### src/rtl/smd_pkg.sv
/*
 * Shared constants of the sequential multiply/divide unit: register map,
 * field positions, reset values and operation lengths.
 * Assumes a 32-bit classic Wishbone slave port with byte addressing.
 */
package smd_pkg;
    // Register byte offsets
    localparam logic [7:0] OFS_OPERAND_A = 8'h00;
    localparam logic [7:0] OFS_OPERAND_B = 8'h04;
    localparam logic [7:0] OFS_REMAINDER = 8'h08;
    localparam logic [7:0] OFS_CONTROL = 8'h0c;
    localparam logic [7:0] OFS_IRQ_STATUS = 8'h10;
    localparam logic [7:0] OFS_IRQ_MASK = 8'h14;
    // Control register fields
    localparam int CTRL_MODE_BIT = 0;
    localparam int CTRL_ENABLE_BIT = 7;
    // Status and mask fields
    localparam int STAT_DONE_BIT = 0;
    // Reset values
    localparam logic [31:0] RST_OPERAND_A = 32'h0000_0000;
    localparam logic [15:0] RST_OPERAND_B = 16'h0000;
    localparam logic [15:0] RST_REMAINDER = 16'h0000;
    localparam logic RST_MODE = 1'b0;
    localparam logic [0:0] RST_IRQ_BITS = 1'h0;
    // Internal clocks per operation
    localparam logic [5:0] MUL_CYCLES = 6'h10;
    localparam logic [5:0] DIV_CYCLES = 6'h20;
endpackage : smd_pkg

### src/rtl/smd_mul_div_unit.sv
/*
 * Sequential 16x16 multiplier and 32/16 divider with a Wishbone register
 * file and a maskable end-of-operation interrupt.
 * Assumes a single clock, synchronous active-low reset and a classic
 * Wishbone master that holds each request until it samples ack.
 */
// The implementer's own choices: the register offsets and register access over Wishbone.
`timescale 1ns/1ps

////////////////////////////////////////////////////////////////////////////////
// Summary of operation
// RL1 - Multiply: software loads A low word and B, then writes mode and enable.
// RL2 - A multiplication finishes exactly 16 internal clocks after its start.
// RL3 - Both A halves hold intermediate data while a multiplication runs.
// RL4 - After a multiplication the full product sits in the A register.
// RL5 - The enable bit clears itself when either operation ends.
// RL6 - Each completed operation raises the end-of-operation interrupt request.
// RL7 - Divide: software loads dividend in A and divisor in B, mode 0, enable 1.
// RL8 - A division finishes exactly 32 internal clocks after its start.
// RL9 - A halves and remainder hold intermediate data while a division runs.
// RL10 - After a division A holds the quotient, remainder register the remainder.
// RL11 - Every new operation needs operands and control written again.
// RL12 - Starting a multiplication clears the upper half of the A register.
// RL13 - Starting any operation clears the remainder register.
// RL14 - Writing enable as zero during an operation aborts it.
// RL15 - A cycle counter times the operation; done pulse coincides with enable clear.
// RL16 - Reset clears operands, remainder and control, abandoning any operation.
module smd_mul_div_unit import smd_pkg::*; (
    // Clock and reset
    input wire logic clk_sys,
    input wire logic resetn,
    // Wishbone slave
    input wire logic wb_cyc_i,
    input wire logic wb_stb_i,
    input wire logic wb_we_i,
    input wire logic [7:0] wb_adr_i,
    input wire logic [3:0] wb_sel_i,
    input wire logic [31:0] wb_dat_i,
    output logic [31:0] wb_dat_o,
    output logic wb_ack_o,
    // Events
    output logic arith_done_irq,
    output logic irq_o
);

    ////////////////////////////////////////////////////////////////////////////
    logic [31:0] operand_a_result_ff, nxt_operand_a_result;
    logic [15:0] operand_b_ff, nxt_operand_b;
    logic [15:0] remainder_reg_ff, nxt_remainder_reg;
    logic mul_not_div_select_ff, nxt_mul_not_div_select;
    logic arith_run_enable_ff, nxt_arith_run_enable;
    logic [5:0] cnt_ff, nxt_cnt;
    logic done_ff, nxt_done;
    logic [0:0] stat_ff, nxt_stat;
    logic [0:0] mask_ff, nxt_mask;
    logic ack_ff, nxt_ack;
    logic [31:0] dat_ff, nxt_dat;
    logic irq_ff, nxt_irq;
    logic req, wr, rd, abort;

    function automatic logic [31:0] merge(input logic [31:0] old,
                                          input logic [31:0] val,
                                          input logic [3:0] sel);
        logic [31:0] res;
        res = old;
        for (int i = 0; i < 4; i++) begin
            if (sel[i]) begin
                res[i*8 +: 8] = val[i*8 +: 8];
            end
        end
        return res;
    endfunction : merge

    assign req = wb_cyc_i && wb_stb_i && !ack_ff;
    assign wr = req && wb_we_i;
    assign rd = req && !wb_we_i;
    assign abort = wr && wb_adr_i == OFS_CONTROL && wb_sel_i[0] && arith_run_enable_ff
        && !wb_dat_i[CTRL_ENABLE_BIT];

    ////////////////////////////////////////////////////////////////////////////
    always_comb begin
        logic [16:0] sum;
        logic [16:0] part;
        logic [31:0] tmp;
        sum = 17'h0;
        part = 17'h0;
        tmp = 32'h0;
        nxt_operand_a_result = operand_a_result_ff;
        nxt_operand_b = operand_b_ff;
        nxt_remainder_reg = remainder_reg_ff;
        nxt_mul_not_div_select = mul_not_div_select_ff;
        nxt_arith_run_enable = arith_run_enable_ff;
        nxt_cnt = cnt_ff;
        nxt_done = 1'b0;
        nxt_mask = mask_ff;
        nxt_ack = req;
        nxt_dat = dat_ff;

        // One step per clock; A, and in a division also remainder, hold partial data meanwhile [RL3] [RL9]
        if (arith_run_enable_ff) begin
            if (mul_not_div_select_ff) begin
                // Shift-add: product builds up from the top half downward [RL4]
                sum = {1'b0, operand_a_result_ff[31:16]}
                    + (operand_a_result_ff[0] ? {1'b0, operand_b_ff} : 17'h0);
                nxt_operand_a_result = {sum, operand_a_result_ff[15:1]};
            end else begin
                // Restoring division, quotient bits shift into A [RL10]
                part = {remainder_reg_ff, operand_a_result_ff[31]};
                if (part >= {1'b0, operand_b_ff}) begin
                    sum = part - {1'b0, operand_b_ff};
                    nxt_remainder_reg = sum[15:0];
                    nxt_operand_a_result = {operand_a_result_ff[30:0], 1'b1};
                end else begin
                    nxt_remainder_reg = part[15:0];
                    nxt_operand_a_result = {operand_a_result_ff[30:0], 1'b0};
                end
            end
            nxt_cnt = cnt_ff - 6'h01; // [RL15]
            if (cnt_ff == 6'h01) begin
                nxt_arith_run_enable = 1'b0; // [RL5]
                nxt_done = 1'b1; // [RL6] [RL15]
            end
        end

        // Operand writes are dropped while busy so a stray store cannot corrupt a run
        if (wr) begin
            unique case (wb_adr_i)
                OFS_OPERAND_A: begin
                    if (!arith_run_enable_ff) begin
                        nxt_operand_a_result = merge(operand_a_result_ff, wb_dat_i, wb_sel_i);
                    end
                end
                OFS_OPERAND_B: begin
                    if (!arith_run_enable_ff) begin
                        tmp = merge({16'h0, operand_b_ff}, wb_dat_i, wb_sel_i);
                        nxt_operand_b = tmp[15:0];
                    end
                end
                OFS_CONTROL: begin
                    if (!wb_sel_i[0]) begin
                        nxt_cnt = nxt_cnt;
                    end else if (abort) begin
                        nxt_arith_run_enable = 1'b0; // [RL14]
                        nxt_done = 1'b0;
                    end else if (!arith_run_enable_ff && wb_dat_i[CTRL_ENABLE_BIT]) begin
                        nxt_mul_not_div_select = wb_dat_i[CTRL_MODE_BIT];
                        nxt_arith_run_enable = 1'b1;
                        nxt_remainder_reg = RST_REMAINDER; // [RL13]
                        if (wb_dat_i[CTRL_MODE_BIT]) begin
                            nxt_cnt = MUL_CYCLES; // [RL2]
                            nxt_operand_a_result[31:16] = 16'h0000; // [RL12]
                        end else begin
                            nxt_cnt = DIV_CYCLES; // [RL8]
                        end
                    end else if (!arith_run_enable_ff) begin
                        nxt_mul_not_div_select = wb_dat_i[CTRL_MODE_BIT];
                    end
                end
                OFS_IRQ_MASK: begin
                    if (wb_sel_i[0]) begin
                        nxt_mask = wb_dat_i[0:0];
                    end
                end
                default: begin
                    nxt_dat = dat_ff;
                end
            endcase
        end

        // Unmapped addresses still ack and read zero so the master never hangs
        if (rd) begin
            unique case (wb_adr_i)
                OFS_OPERAND_A: nxt_dat = operand_a_result_ff;
                OFS_OPERAND_B: nxt_dat = {16'h0, operand_b_ff};
                OFS_REMAINDER: nxt_dat = {16'h0, remainder_reg_ff};
                OFS_CONTROL: nxt_dat = {24'h0, arith_run_enable_ff, 6'h00, mul_not_div_select_ff};
                OFS_IRQ_STATUS: nxt_dat = {31'h0, stat_ff};
                OFS_IRQ_MASK: nxt_dat = {31'h0, mask_ff};
                default: nxt_dat = 32'h0;
            endcase
        end

        // Read clears status; a done in the same cycle still sets it [RL6]
        nxt_stat = (rd && wb_adr_i == OFS_IRQ_STATUS) ? RST_IRQ_BITS : stat_ff;
        nxt_stat[STAT_DONE_BIT] = nxt_stat[STAT_DONE_BIT] | nxt_done;
        nxt_irq = |(nxt_stat & nxt_mask);
    end

    ////////////////////////////////////////////////////////////////////////////
    always_ff @(posedge clk_sys) begin
        if (!resetn) begin
            operand_a_result_ff <= RST_OPERAND_A; // [RL16]
            operand_b_ff <= RST_OPERAND_B;
            remainder_reg_ff <= RST_REMAINDER;
            mul_not_div_select_ff <= RST_MODE;
            arith_run_enable_ff <= 1'b0;
            cnt_ff <= 6'h00;
            done_ff <= 1'b0;
            stat_ff <= RST_IRQ_BITS;
            mask_ff <= RST_IRQ_BITS;
            ack_ff <= 1'b0;
            dat_ff <= 32'h0;
            irq_ff <= 1'b0;
        end else begin
            operand_a_result_ff <= nxt_operand_a_result;
            operand_b_ff <= nxt_operand_b;
            remainder_reg_ff <= nxt_remainder_reg;
            mul_not_div_select_ff <= nxt_mul_not_div_select;
            arith_run_enable_ff <= nxt_arith_run_enable;
            cnt_ff <= nxt_cnt;
            done_ff <= nxt_done;
            stat_ff <= nxt_stat;
            mask_ff <= nxt_mask;
            ack_ff <= nxt_ack;
            dat_ff <= nxt_dat;
            irq_ff <= nxt_irq;
        end
    end

    assign wb_dat_o = dat_ff;
    assign wb_ack_o = ack_ff;
    assign arith_done_irq = done_ff;
    assign irq_o = irq_ff;

    ////////////////////////////////////////////////////////////////////////////
    // Helper copies of the operands, read only by the checks below
    logic [31:0] chk_a_ff;
    logic [15:0] chk_b_ff;
    always_ff @(posedge clk_sys) begin
        if (!resetn) begin
            chk_a_ff <= 32'h0;
            chk_b_ff <= 16'h0;
        end else if (!arith_run_enable_ff && nxt_arith_run_enable) begin
            chk_a_ff <= nxt_operand_a_result;
            chk_b_ff <= nxt_operand_b;
        end
    end

    property p_mul_len;
        @(posedge clk_sys) disable iff (!resetn)
        ($rose(arith_run_enable_ff) && mul_not_div_select_ff) |-> cnt_ff == MUL_CYCLES;
    endproperty
    a_mul_len: assert property (p_mul_len) else $error("mul count wrong"); // [RL2]

    property p_div_len;
        @(posedge clk_sys) disable iff (!resetn)
        ($rose(arith_run_enable_ff) && !mul_not_div_select_ff) |-> cnt_ff == DIV_CYCLES;
    endproperty
    a_div_len: assert property (p_div_len) else $error("div count wrong"); // [RL8]

    property p_end_clear;
        @(posedge clk_sys) disable iff (!resetn)
        (arith_run_enable_ff && cnt_ff == 6'h01 && !abort)
            |=> (!arith_run_enable_ff && done_ff);
    endproperty
    a_end_clear: assert property (p_end_clear) else $error("enable not cleared"); // [RL5]

    property p_pulse;
        @(posedge clk_sys) disable iff (!resetn)
        done_ff |-> ($fell(arith_run_enable_ff) ##1 !done_ff);
    endproperty
    a_pulse: assert property (p_pulse) else $error("done pulse malformed"); // [RL15]

    property p_status;
        @(posedge clk_sys) disable iff (!resetn)
        done_ff |-> (stat_ff[STAT_DONE_BIT] && (irq_ff || !mask_ff[0]));
    endproperty
    a_status: assert property (p_status) else $error("done not flagged"); // [RL6]

    property p_hi_clear;
        @(posedge clk_sys) disable iff (!resetn)
        ($rose(arith_run_enable_ff) && mul_not_div_select_ff)
            |-> operand_a_result_ff[31:16] == 16'h0000;
    endproperty
    a_hi_clear: assert property (p_hi_clear) else $error("upper half not cleared"); // [RL12]

    property p_rem_clear;
        @(posedge clk_sys) disable iff (!resetn)
        $rose(arith_run_enable_ff) |-> remainder_reg_ff == 16'h0000;
    endproperty
    a_rem_clear: assert property (p_rem_clear) else $error("remainder not cleared"); // [RL13]

    property p_abort;
        @(posedge clk_sys) disable iff (!resetn)
        abort |=> (!arith_run_enable_ff && !done_ff);
    endproperty
    a_abort: assert property (p_abort) else $error("abort ignored"); // [RL14]

    property p_mul_res;
        @(posedge clk_sys) disable iff (!resetn)
        (done_ff && mul_not_div_select_ff)
            |-> operand_a_result_ff == chk_a_ff[15:0] * chk_b_ff;
    endproperty
    a_mul_res: assert property (p_mul_res) else $error("bad product"); // [RL4]

    property p_div_res;
        @(posedge clk_sys) disable iff (!resetn)
        (done_ff && !mul_not_div_select_ff && chk_b_ff != 16'h0)
            |-> (48'(operand_a_result_ff) * 48'(chk_b_ff) + 48'(remainder_reg_ff)
                 == 48'(chk_a_ff) && remainder_reg_ff < chk_b_ff);
    endproperty
    a_div_res: assert property (p_div_res) else $error("bad quotient"); // [RL10]

endmodule : smd_mul_div_unit

### config.mk
export PLATFORM = sky130hd
export DESIGN_NAME = smd_mul_div_unit
export DESIGN_NICKNAME = d
export VERILOG_FILES = /design/src/rtl/smd_pkg.sv /design/src/rtl/smd_mul_div_unit.sv
export SDC_FILE = /design/constraint.sdc
export NUM_CORES = 1
export LEC_CHECK = 0
export ABC_AREA = 1
export BUFFER_PORTS_ARGS = -buffer_cell sky130_fd_sc_hd__buf_2
export CAP_MARGIN = 20
export CORE_MARGIN = 8
export CORE_UTILIZATION = 41
export CTS_BUF_LIST = sky130_fd_sc_hd__clkbuf_4 sky130_fd_sc_hd__clkbuf_8 sky130_fd_sc_hd__clkbuf_16
export CTS_CLUSTER_DIAMETER = 120
export DETAILED_ROUTE_END_ITERATION = 8
export GPL_TIMING_DRIVEN = 0
export PLACE_DENSITY = 0.59
export RECOVER_POWER = 100
export SETUP_SLACK_MARGIN = 0.5
export SKIP_CTS_REPAIR_TIMING = 1
export SYNTH_ARGS = -nofsm -noshare
export SYNTH_HDL_FRONTEND = slang
export SYNTH_SLANG_ARGS = --single-unit
### constraint.sdc
create_clock -name clk_sys -period 4.1 [get_ports clk_sys]
set_input_delay 0.41 -clock clk_sys [delete_from_list [all_inputs] [get_ports clk_sys]]
set_output_delay 0.41 -clock clk_sys [all_outputs]
set_load 0.005 [all_outputs]
==> impl_results.html, run 1 <==
<table>
<tr><th>Metric</th><th>Value</th></tr>
<tr><th colspan="2">Synth</th></tr>
<tr><td>Number of instances in the synthesized netlist</td><td>roughly 1,200</td></tr>
<tr><td>Total nets after synthesis</td><td>around 1,300</td></tr>
<tr><td>Async S/R FF share, synth</td><td>0%</td></tr>
<tr><td>Fraction of the yosys area taken by sequential cells</td><td>around 29%</td></tr>
<tr><td>Number of synthesized register bits</td><td>109</td></tr>
<tr><td>Number of enable flip-flop cells after synthesis</td><td>0</td></tr>
<tr><td>Combined area of all synthesized cells</td><td>roughly 7500 um2</td></tr>
<tr><td>Library cell with the largest summed area after synthesis</td><td>sky130_fd_sc_hd__dfxtp_1</td></tr>
<tr><td>Number of synthesis warnings</td><td>0</td></tr>
<tr><td>Leading cell types by total area after synthesis</td><td>sky130_fd_sc_hd__dfxtp_1, sky130_fd_sc_hd__nand2_1, sky130_fd_sc_hd__inv_1, sky130_fd_sc_hd__a21oi_1, sky130_fd_sc_hd__o21ai_0</td></tr>
<tr><td>Mean post-synth cell area</td><td>between 6 and 7 um2</td></tr>
<tr><td>Most common cell in the synthesized netlist</td><td>sky130_fd_sc_hd__nand2_1</td></tr>
<tr><td>Synth top area share</td><td>between 20% and 30%</td></tr>
<tr><td>Dominant synthesized flop cell</td><td>sky130_fd_sc_hd__dfxtp_1</td></tr>
<tr><td>Yosys cell types</td><td>43</td></tr>
<tr><td>Synth cell count leaders</td><td>sky130_fd_sc_hd__nand2_1, sky130_fd_sc_hd__inv_1, sky130_fd_sc_hd__a21oi_1</td></tr>
<tr><th colspan="2">Flow run</th></tr>
<tr><td># Max-Cap Violations</td><td>0</td></tr>
<tr><th colspan="2">Clock network</th></tr>
<tr><td>Max Buffers Root-to-Sink</td><td>2</td></tr>
<tr><td>Clock root buffer</td><td>sky130_fd_sc_hd__clkbuf_16</td></tr>
<tr><td>Clk_lat worst skew</td><td>0.36 ns</td></tr>
<tr><td>Count of H-tree levels built during CTS</td><td>3</td></tr>
<tr><td>Clock tree from TritonCTS</td><td>yes</td></tr>
<tr><td>Clock Sinks</td><td>109</td></tr>
<tr><td>Total CTS buffers</td><td>9</td></tr>
<tr><td>CTS clock-pin slew for the worst setup and hold paths</td><td>about 0.080 ns</td></tr>
<tr><th colspan="2">Drt</th></tr>
<tr><td>Detailed-routing iteration count for the pre-antenna-repair pass</td><td>5</td></tr>
<tr><td>Routed wire per std cell</td><td>roughly 17 um</td></tr>
<tr><td>Final wirelength</td><td>approximately 26 mm</td></tr>
<tr><td>Via Count</td><td>approximately 8,100</td></tr>
<tr><td>DRC violations left</td><td>0</td></tr>
<tr><td>Antenna-violating nets left</td><td>0</td></tr>
<tr><td>Avg Vias per Cell</td><td>between 5 and 6</td></tr>
<tr><td>DRC marker count from the first detailed-route iteration</td><td>567</td></tr>
<tr><th colspan="2">Power and ir drop</th></tr>
<tr><td>Fraction of power consumed by sequential logic</td><td>between 50% and 60%</td></tr>
<tr><td>Power density over cell area</td><td>roughly 240 nW/um2</td></tr>
<tr><td>Largest vdd supply drop</td><td>around 190 uV</td></tr>
<tr><td>Static leakage power</td><td>3.693 nW</td></tr>
<tr><td>Switching power share of the total</td><td>between 20% and 30%</td></tr>
<tr><td>Clock Power Share</td><td>a little over two fifths</td></tr>
<tr><td>Switching Power</td><td>just over 0.5 mW</td></tr>
<tr><td>Pint</td><td>roughly 1.5 mW</td></tr>
<tr><td>Combinational fraction of design power</td><td>4.4%</td></tr>
<tr><th colspan="2">Global route</th></tr>
<tr><td>Overflow left after global routing</td><td>0</td></tr>
<tr><td>Pin count of the biggest net entering global routing</td><td>21</td></tr>
<tr><td>Wire length of the first global-routing pass</td><td>40.77 mm</td></tr>
<tr><td>Via count of the first global-routing pass</td><td>7,614</td></tr>
<tr><td>Antenna violations before repair</td><td>0</td></tr>
<tr><td>GR Util All Layers</td><td>around 23%</td></tr>
<tr><th colspan="2">Critical path</th></tr>
<tr><td>Most prevalent standard cell on the critical path</td><td>sky130_fd_sc_hd__clkbuf_1</td></tr>
<tr><td>Start-to-end type of the worst setup path</td><td>flop to flop</td></tr>
<tr><td>Critical path fanouts, max</td><td>10</td></tr>
<tr><td>Slowest stage cell, crit path</td><td>sky130_fd_sc_hd__clkinvlp_2</td></tr>
<tr><td>Reg-to-reg slack, setup</td><td>~1.2 ns</td></tr>
<tr><td>Sort of element at the end of the critical path</td><td>flop</td></tr>
<tr><td>Critical path arrival</td><td>3.22 ns</td></tr>
<tr><td>Startpoint type of the worst setup path</td><td>flop</td></tr>
<tr><td>Ordered list of cells on the worst path</td><td>clkbuf_1, inv_1, nand3_1, clkinvlp_2, nand2_1, clkbuf_1, o21ai_0, nand3b_1, a21oi_1</td></tr>
<tr><td>Worst stage delay on the critical path</td><td>0.55 ns</td></tr>
<tr><td>Critical Path RT</td><td>4.39 ns</td></tr>
<tr><th colspan="2">Timing</th></tr>
<tr><td>Final Hold Viols</td><td>0</td></tr>
<tr><td>Number of slew-limit violations in the final report</td><td>0</td></tr>
<tr><td>Largest clock skew in the final design</td><td>~0.0058 ns</td></tr>
<tr><td>Actual slew at the worst max-slew pin</td><td>around 0.8 ns</td></tr>
<tr><td>Unrepaired setup endpoints after global routing</td><td>no</td></tr>
<tr><td>Total negative slack for setup checks</td><td>0 ns</td></tr>
<tr><td>Headroom to the max-slew limit</td><td>approximately 45%</td></tr>
<tr><td>Achievable Freq</td><td>~340 MHz</td></tr>
<tr><td>Final setup violation count</td><td>0</td></tr>
<tr><td>Ratio of final minimum period to clock period</td><td>71.58%</td></tr>
<tr><td>Tmin final</td><td>roughly 3 ns</td></tr>
<tr><th colspan="2">Die</th></tr>
<tr><td>Cell row count</td><td>49</td></tr>
<tr><td>DIE HEIGHT</td><td>~150 um</td></tr>
<tr><td># IOs</td><td>84</td></tr>
<tr><td>Die extent in x</td><td>around 150 um</td></tr>
<tr><td>Placeable Area</td><td>approximately 18,000 um2</td></tr>
<tr><td>Initial cell density of the core</td><td>41.78%</td></tr>
<tr><td>Total die area</td><td>about 23,000 um2</td></tr>
<tr><th colspan="2">Cells and area</th></tr>
<tr><td>Net count, final</td><td>approximately 1,400</td></tr>
<tr><td>Cell Count, Final, Fillers Out</td><td>between 1,500 and 2,000</td></tr>
<tr><td>Share of final-layout standard cells stronger than drive strength 1</td><td>under 10%</td></tr>
<tr><td>Number of fill cells in the layout</td><td>2,024</td></tr>
<tr><td>N_diodes</td><td>0</td></tr>
<tr><td>Synth-to-Final Area Change</td><td>11.50%</td></tr>
<tr><th colspan="2">Hold path</th></tr>
<tr><td>Type of the worst min-delay path</td><td>primary input to flop</td></tr>
<tr><th colspan="2">Placement</th></tr>
<tr><td>Port bufs</td><td>83</td></tr>
<tr><td>Routability cong.</td><td>around 0.94</td></tr>
<tr><td>Number of placed cells counting well taps</td><td>1,507</td></tr>
<tr><td>Dpl hpwl</td><td>about 21 mm</td></tr>
<tr><th colspan="2">Outcome</th></tr>
<tr><td>Status</td><td>finished clean</td></tr>
</table>
-- sequential cells by signal, summed over array words and instances, names as in the netlist, 6 cells and up --
register,count
operand_a_result_ff,32
remainder_reg_ff,16
wb_dat_o,32
operand_b_ff,16
cnt_ff,6
-- layout make-up --
cell class	instances	area (um2)	area share [%]
Buffer	48	205.2	2.444
Clock buffer	10	239.0	2.846
Clock inverter	6	60.06	0.7152
Inverter	172	648.1	7.719
Multi-Input combinational cell	866	4403	52.44
Sequential cell	109	2182	25.99
Tap cell	229	286.5	3.412
Timing Repair Buffer	83	372.9	4.440
-- path summary, 6_finish.rpt --
check | to | startpoint | depth (start not counted)
setup / recovery | operand_a_result_ff[22] | arith_run_enable_ff | 9
hold / removal | operand_b_ff[1] | wb_dat_i[1] | 3
setup reg to reg | operand_a_result_ff[22] | arith_run_enable_ff | 9
hold reg to reg | wb_dat_o[22] | wb_dat_o[22] | 2
-- layer usage --
| layer | wire [um] | GRT usage (%) | vias up |
|---|---|---|---|
| met2 | 12680 | 40.02 | 226 |
| met5 | 0 | 0 | - |
| met3 | 1488 | 2.881 | 46 |
| met1 | 10880 | 27.55 | 3697 |
| li1 | - | - | 4085 |
| met4 | 843 | 9.750 | 0 |
-- power groups by stage --
stage	clock network, mW	logic, mW	registers (mW)
after floorplan	0	0.0420	1.08
final	0.885	0.0890	1.06
after CTS	0.892	0.0916	1.06
after global placement	0	0.0908	1.08
after detailed placement	0	0.0912	1.08
after global routing	0.935	0.0971	1.06
-- logic make-up (layout without fill, tap and decap cells) --
family                   count (synthesis)  count (layout)  synth area share (%)
XOR/XNOR                                13              13                 1.512
buffers and inverters                  220             319                 11.93
adder cells (fa/ha/maj)                 36              36                 6.180
flip-flops                             109             109                 28.97
AND/OR/NAND/NOR                        559             559                 32.75
AO/OA/AOI/OAI                          258             258                 18.66
-- layout by cell type (no fill, tap or decap), types with 3 or more instances in the layout --
cell	n
sky130_fd_sc_hd__xnor2_1	5
sky130_fd_sc_hd__a21oi_1	111
sky130_fd_sc_hd__clkbuf_1	71
sky130_fd_sc_hd__a31oi_1	4
sky130_fd_sc_hd__inv_1	165
sky130_fd_sc_hd__o221ai_1	14
sky130_fd_sc_hd__nor4_1	8
sky130_fd_sc_hd__and2_1	3
sky130_fd_sc_hd__o22ai_1	8
sky130_fd_sc_hd__nand4_1	11
sky130_fd_sc_hd__nor2_2	3
sky130_fd_sc_hd__inv_2	5
sky130_fd_sc_hd__or2_2	10
sky130_fd_sc_hd__nand2_1	336
sky130_fd_sc_hd__inv_6	4
sky130_fd_sc_hd__nand3_1	86
sky130_fd_sc_hd__o21ai_0	100
sky130_fd_sc_hd__a22oi_1	9
sky130_fd_sc_hd__clkbuf_16	9
sky130_fd_sc_hd__o21ai_1	3
sky130_fd_sc_hd__nor2_1	67
sky130_fd_sc_hd__nor3_1	19
sky130_fd_sc_hd__nand3b_1	6
sky130_fd_sc_hd__a211oi_1	4
sky130_fd_sc_hd__xor2_1	8
sky130_fd_sc_hd__buf_2	57
sky130_fd_sc_hd__ha_1	34
sky130_fd_sc_hd__dfxtp_1	109
sky130_fd_sc_hd__nor2_4	4
-- per-stage QoR --
stage	area [um2]	hold WS, ns	util (%)	worst slack (ns)	power [mW]
2_1_floorplan	7531	0.4568	-	1.957	1.126
3_3_place_gp	8233	0.4523	45.68	1.448	1.174
3_5_place_dp	8233	0.4557	45.68	1.452	1.175
4_1_cts	8532	0.3076	47.33	1.429	2.042
5_1_grt	8397	0.3180	46.58	0.9956	2.091
6_report	8397	0.3037	46.58	1.165	2.033
-- worst max-delay path, delay by kind of cell, from the launching register on --
family	cells	cell delay [ns]
AOI/OAI and AO/OA	2	0.25
and+or+nand+nor	3	0.87
DFF	1	0.31
buffers and inverters	4	1.43
No activity file was read; power rests on OpenSTA's default activity.
==> run 2, diff against run 1 <==
- clock period: 4.1 -> 2.9 ns (I/O delays scaled with it)
==> run 2 against run 1 <==
Power increased by 41%. Sequential power up 42%. Register-to-register slack worse by 0.71 ns. Routed wire length increased by 0.41%. Die area did not move. Critical path depth is 6 higher. Clock skew is essentially flat. Clock-buffer cell count unchanged. Highest routed layer unchanged. Critical path type unchanged.
==> impl_results.html, run 2 (synthesis results as in run 1) <==
<table>
<tr><th>Metric</th><th>Value</th></tr>
<tr><th colspan="2">Critical path</th></tr>
<tr><td>Startpoint type of the worst setup path</td><td>flop</td></tr>
<tr><td>Critical Path RT</td><td>approximately 3.2 ns</td></tr>
<tr><td>Slowest stage cell, crit path</td><td>sky130_fd_sc_hd__fa_1</td></tr>
<tr><td>Critical path arrival</td><td>2.74 ns</td></tr>
<tr><td>Critical path fanouts, max</td><td>10</td></tr>
<tr><td>Worst reg2reg path depth</td><td>15</td></tr>
<tr><td>Sort of element at the end of the critical path</td><td>flop</td></tr>
<tr><td>Most prevalent standard cell on the critical path</td><td>sky130_fd_sc_hd__nand2_1</td></tr>
<tr><td>Start-to-end type of the worst setup path</td><td>flop to flop</td></tr>
<tr><td>Ordered list of cells on the worst path</td><td>clkbuf_1, buf_4, nand2_1, inv_1, ha_2, fa_1, nand3_1, nand3_2, nand3_2, nand3_1, nand2_1, nand3_1, nand2_1, nand2_1, a21oi_1</td></tr>
<tr><td>Kind of cell adding the most delay to the critical path</td><td>simple AND/OR/NAND/NOR gates</td></tr>
<tr><td>Count of cell instances traversed by the critical path</td><td>15</td></tr>
<tr><td>Buf/Inv on CP</td><td>3</td></tr>
<tr><td>Worst stage delay on the critical path</td><td>0.50 ns</td></tr>
<tr><th colspan="2">Placement</th></tr>
<tr><td>Number of placed cells counting well taps</td><td>1,507</td></tr>
<tr><td>Port bufs</td><td>83</td></tr>
<tr><td>Dpl hpwl</td><td>21.00 mm</td></tr>
<tr><td>Routability cong.</td><td>roughly 0.94</td></tr>
<tr><th colspan="2">Cells and area</th></tr>
<tr><td>Net count, final</td><td>1,375</td></tr>
<tr><td>Most frequent cells in the layout</td><td>sky130_fd_sc_hd__nand2_1, sky130_fd_sc_hd__inv_1, sky130_fd_sc_hd__a21oi_1, sky130_fd_sc_hd__dfxtp_1, sky130_fd_sc_hd__o21ai_0</td></tr>
<tr><td>Synth-to-Final Area Change</td><td>12.39%</td></tr>
<tr><td>N_diodes</td><td>0</td></tr>
<tr><td>Cell Count, Final, Fillers Out</td><td>1,524</td></tr>
<tr><td>Share of final-layout standard cells stronger than drive strength 1</td><td>under 10%</td></tr>
<tr><td>Leading cell type in the layout, fill and taps excluded</td><td>sky130_fd_sc_hd__nand2_1</td></tr>
<tr><th colspan="2">Timing</th></tr>
<tr><td>Unrepaired setup endpoints after global routing</td><td>no</td></tr>
<tr><td>Final Hold Viols</td><td>0</td></tr>
<tr><td>Ratio of final minimum period to clock period</td><td>between 80% and 90%</td></tr>
<tr><td>Total negative slack for setup checks</td><td>0 ns</td></tr>
<tr><td>Tmin final</td><td>approximately 2.4 ns</td></tr>
<tr><td>Actual slew at the worst max-slew pin</td><td>just over 0.8 ns</td></tr>
<tr><td>Achievable Freq</td><td>just over 400 MHz</td></tr>
<tr><td>Final setup violation count</td><td>0</td></tr>
<tr><td>Headroom to the max-slew limit</td><td>between 40% and 50%</td></tr>
<tr><td>Number of slew-limit violations in the final report</td><td>0</td></tr>
<tr><td>Largest clock skew in the final design</td><td>between 0.005 and 0.006 ns</td></tr>
<tr><th colspan="2">Power and ir drop</th></tr>
<tr><td>Switching Power</td><td>just over 0.7 mW</td></tr>
<tr><td>Combinational fraction of design power</td><td>around 4.4%</td></tr>
<tr><td>Static leakage power</td><td>between 3 and 4 nW</td></tr>
<tr><td>Power density over cell area</td><td>~340 nW/um2</td></tr>
<tr><td>Pint</td><td>around 2.2 mW</td></tr>
<tr><td>Clock Power Share</td><td>a little over two fifths</td></tr>
<tr><td>Largest vdd supply drop</td><td>about 270 uV</td></tr>
<tr><td>Switching power share of the total</td><td>between 20% and 30%</td></tr>
<tr><td>Fraction of power consumed by sequential logic</td><td>between 50% and 60%</td></tr>
<tr><th colspan="2">Drt</th></tr>
<tr><td>Routed wire per std cell</td><td>17.06 um</td></tr>
<tr><td>Detailed-routing iteration count for the pre-antenna-repair pass</td><td>5</td></tr>
<tr><td>Avg Vias per Cell</td><td>roughly 5.3</td></tr>
<tr><td>DRC marker count from the first detailed-route iteration</td><td>approximately 600</td></tr>
<tr><td>DRC violations left</td><td>0</td></tr>
<tr><td>Via Count</td><td>8,095</td></tr>
<tr><td>Antenna-violating nets left</td><td>0</td></tr>
<tr><td>Final wirelength</td><td>between 20 and 30 mm</td></tr>
<tr><th colspan="2">Die</th></tr>
<tr><td>Cell row count</td><td>49</td></tr>
<tr><td>Total die area</td><td>roughly 23,000 um2</td></tr>
<tr><td># IOs</td><td>84</td></tr>
<tr><td>Initial cell density of the core</td><td>a little over two fifths</td></tr>
<tr><td>DIE HEIGHT</td><td>about 150 um</td></tr>
<tr><td>Die extent in x</td><td>between 150 and 200 um</td></tr>
<tr><td>Placeable Area</td><td>approximately 18,000 um2</td></tr>
<tr><th colspan="2">Clock network</th></tr>
<tr><td>Clock Sinks</td><td>about 110</td></tr>
<tr><td>Total CTS buffers</td><td>9</td></tr>
<tr><td>CTS clock-pin slew for the worst setup and hold paths</td><td>approximately 0.08 ns</td></tr>
<tr><td>Max Buffers Root-to-Sink</td><td>2</td></tr>
<tr><td>Clock root buffer</td><td>sky130_fd_sc_hd__clkbuf_16</td></tr>
<tr><td>Count of H-tree levels built during CTS</td><td>3</td></tr>
<tr><td>Clk_lat worst skew</td><td>between 0.3 and 0.4 ns</td></tr>
<tr><td>Clock tree from TritonCTS</td><td>yes</td></tr>
<tr><th colspan="2">Global route</th></tr>
<tr><td>Wire length of the first global-routing pass</td><td>slightly above 40 mm</td></tr>
<tr><td>Antenna violations before repair</td><td>0</td></tr>
<tr><td>Via count of the first global-routing pass</td><td>7,614</td></tr>
<tr><td>Pin count of the biggest net entering global routing</td><td>21</td></tr>
<tr><td>Overflow left after global routing</td><td>0</td></tr>
<tr><td>GR Util All Layers</td><td>between 20% and 30%</td></tr>
<tr><th colspan="2">Hold path</th></tr>
<tr><td>Type of the worst min-delay path</td><td>primary input to flop</td></tr>
<tr><td>Cell count of the worst hold path</td><td>3</td></tr>
<tr><th colspan="2">Outcome</th></tr>
<tr><td>Status</td><td>finished clean</td></tr>
<tr><th colspan="2">Flow run</th></tr>
<tr><td># Max-Cap Violations</td><td>0</td></tr>
</table>
[run 2: cell types whose count changed in the layout (fill, tap and decap cells not counted), sizes merged]
cell | previous run | this run
buf | 60 | 63
clkbuf | 81 | 79
clkinvlp | 2 | 1
inv | 174 | 175
[run 2: final timing paths]
path / startpoint / end / slack, ns
max reg2reg: operand_a_result_ff[0] / operand_a_result_ff[27] / 0.46
max: operand_a_result_ff[0] / operand_a_result_ff[27] / 0.46
min: wb_dat_i[1] / operand_b_ff[1] / 0.19
min reg2reg: wb_dat_o[22] / wb_dat_o[22] / 0.47
[run 2: final cells by class]
type                       instances  area [um2]
tap                              229       286.5
multi-input combinational        866        4437
clock buffer                      10       239.0
buffer                            48       229.0
fill                            2013        9560
inverter                         172       649.4
sequential                       109        2183
clock inverter                     6       60.06
timing repair buffer              84       380.4
[run 2: through the flow]
stage	worst slack, ns	power, mW	hold slack [ns]	utilization [%]	area (um2)
after global routing	0.2583	2.957	0.1980	46.96	8464
after global placement	0.2483	1.660	0.4523	45.68	8233
after floorplan	0.7566	1.591	0.4176	-	7531
after CTS	0.2294	2.887	0.1876	47.33	8532
after detailed placement	0.2519	1.661	0.4557	45.68	8233
final	0.4570	2.870	0.1904	46.96	8464
[run 2: power by group through the flow]
stage | logic (mW) | clock network, mW | registers [mW]
after floorplan | 0.0594 | 0 | 1.53
after global placement | 0.128 | 0 | 1.53
after detailed placement | 0.129 | 0 | 1.53
after CTS | 0.130 | 1.26 | 1.50
after global routing | 0.137 | 1.32 | 1.50
final | 0.126 | 1.25 | 1.50
[run 2: routing by layer]
| layer | vias to the layer above | global-route usage (%) | share of wire, % |
|---|---|---|---|
| met5 | - | 0 | 0 |
| met4 | 0 | 9.750 | 3.3 |
| met3 | 50 | 2.881 | 5.7 |
| met2 | 240 | 40.02 | 49 |
| met1 | 3715 | 27.55 | 42 |
| li1 | 4090 | - | - |
[run 2: worst reg2reg max path, cell delays in order (launching register included)]
cell and delay [ns]:
sky130_fd_sc_hd__dfxtp_1 0.30, sky130_fd_sc_hd__clkbuf_1 0.21, sky130_fd_sc_hd__buf_4 0.24, sky130_fd_sc_hd__nand2_1 0.07
sky130_fd_sc_hd__inv_1 0.04, sky130_fd_sc_hd__ha_2 0.20, sky130_fd_sc_hd__fa_1 0.50, sky130_fd_sc_hd__nand3_1 0.13
sky130_fd_sc_hd__nand3_2 0.10, sky130_fd_sc_hd__nand3_2 0.11, sky130_fd_sc_hd__nand3_1 0.10, sky130_fd_sc_hd__nand2_1 0.07
sky130_fd_sc_hd__nand3_1 0.08, sky130_fd_sc_hd__nand2_1 0.07, sky130_fd_sc_hd__nand2_1 0.05, sky130_fd_sc_hd__a21oi_1 0.11
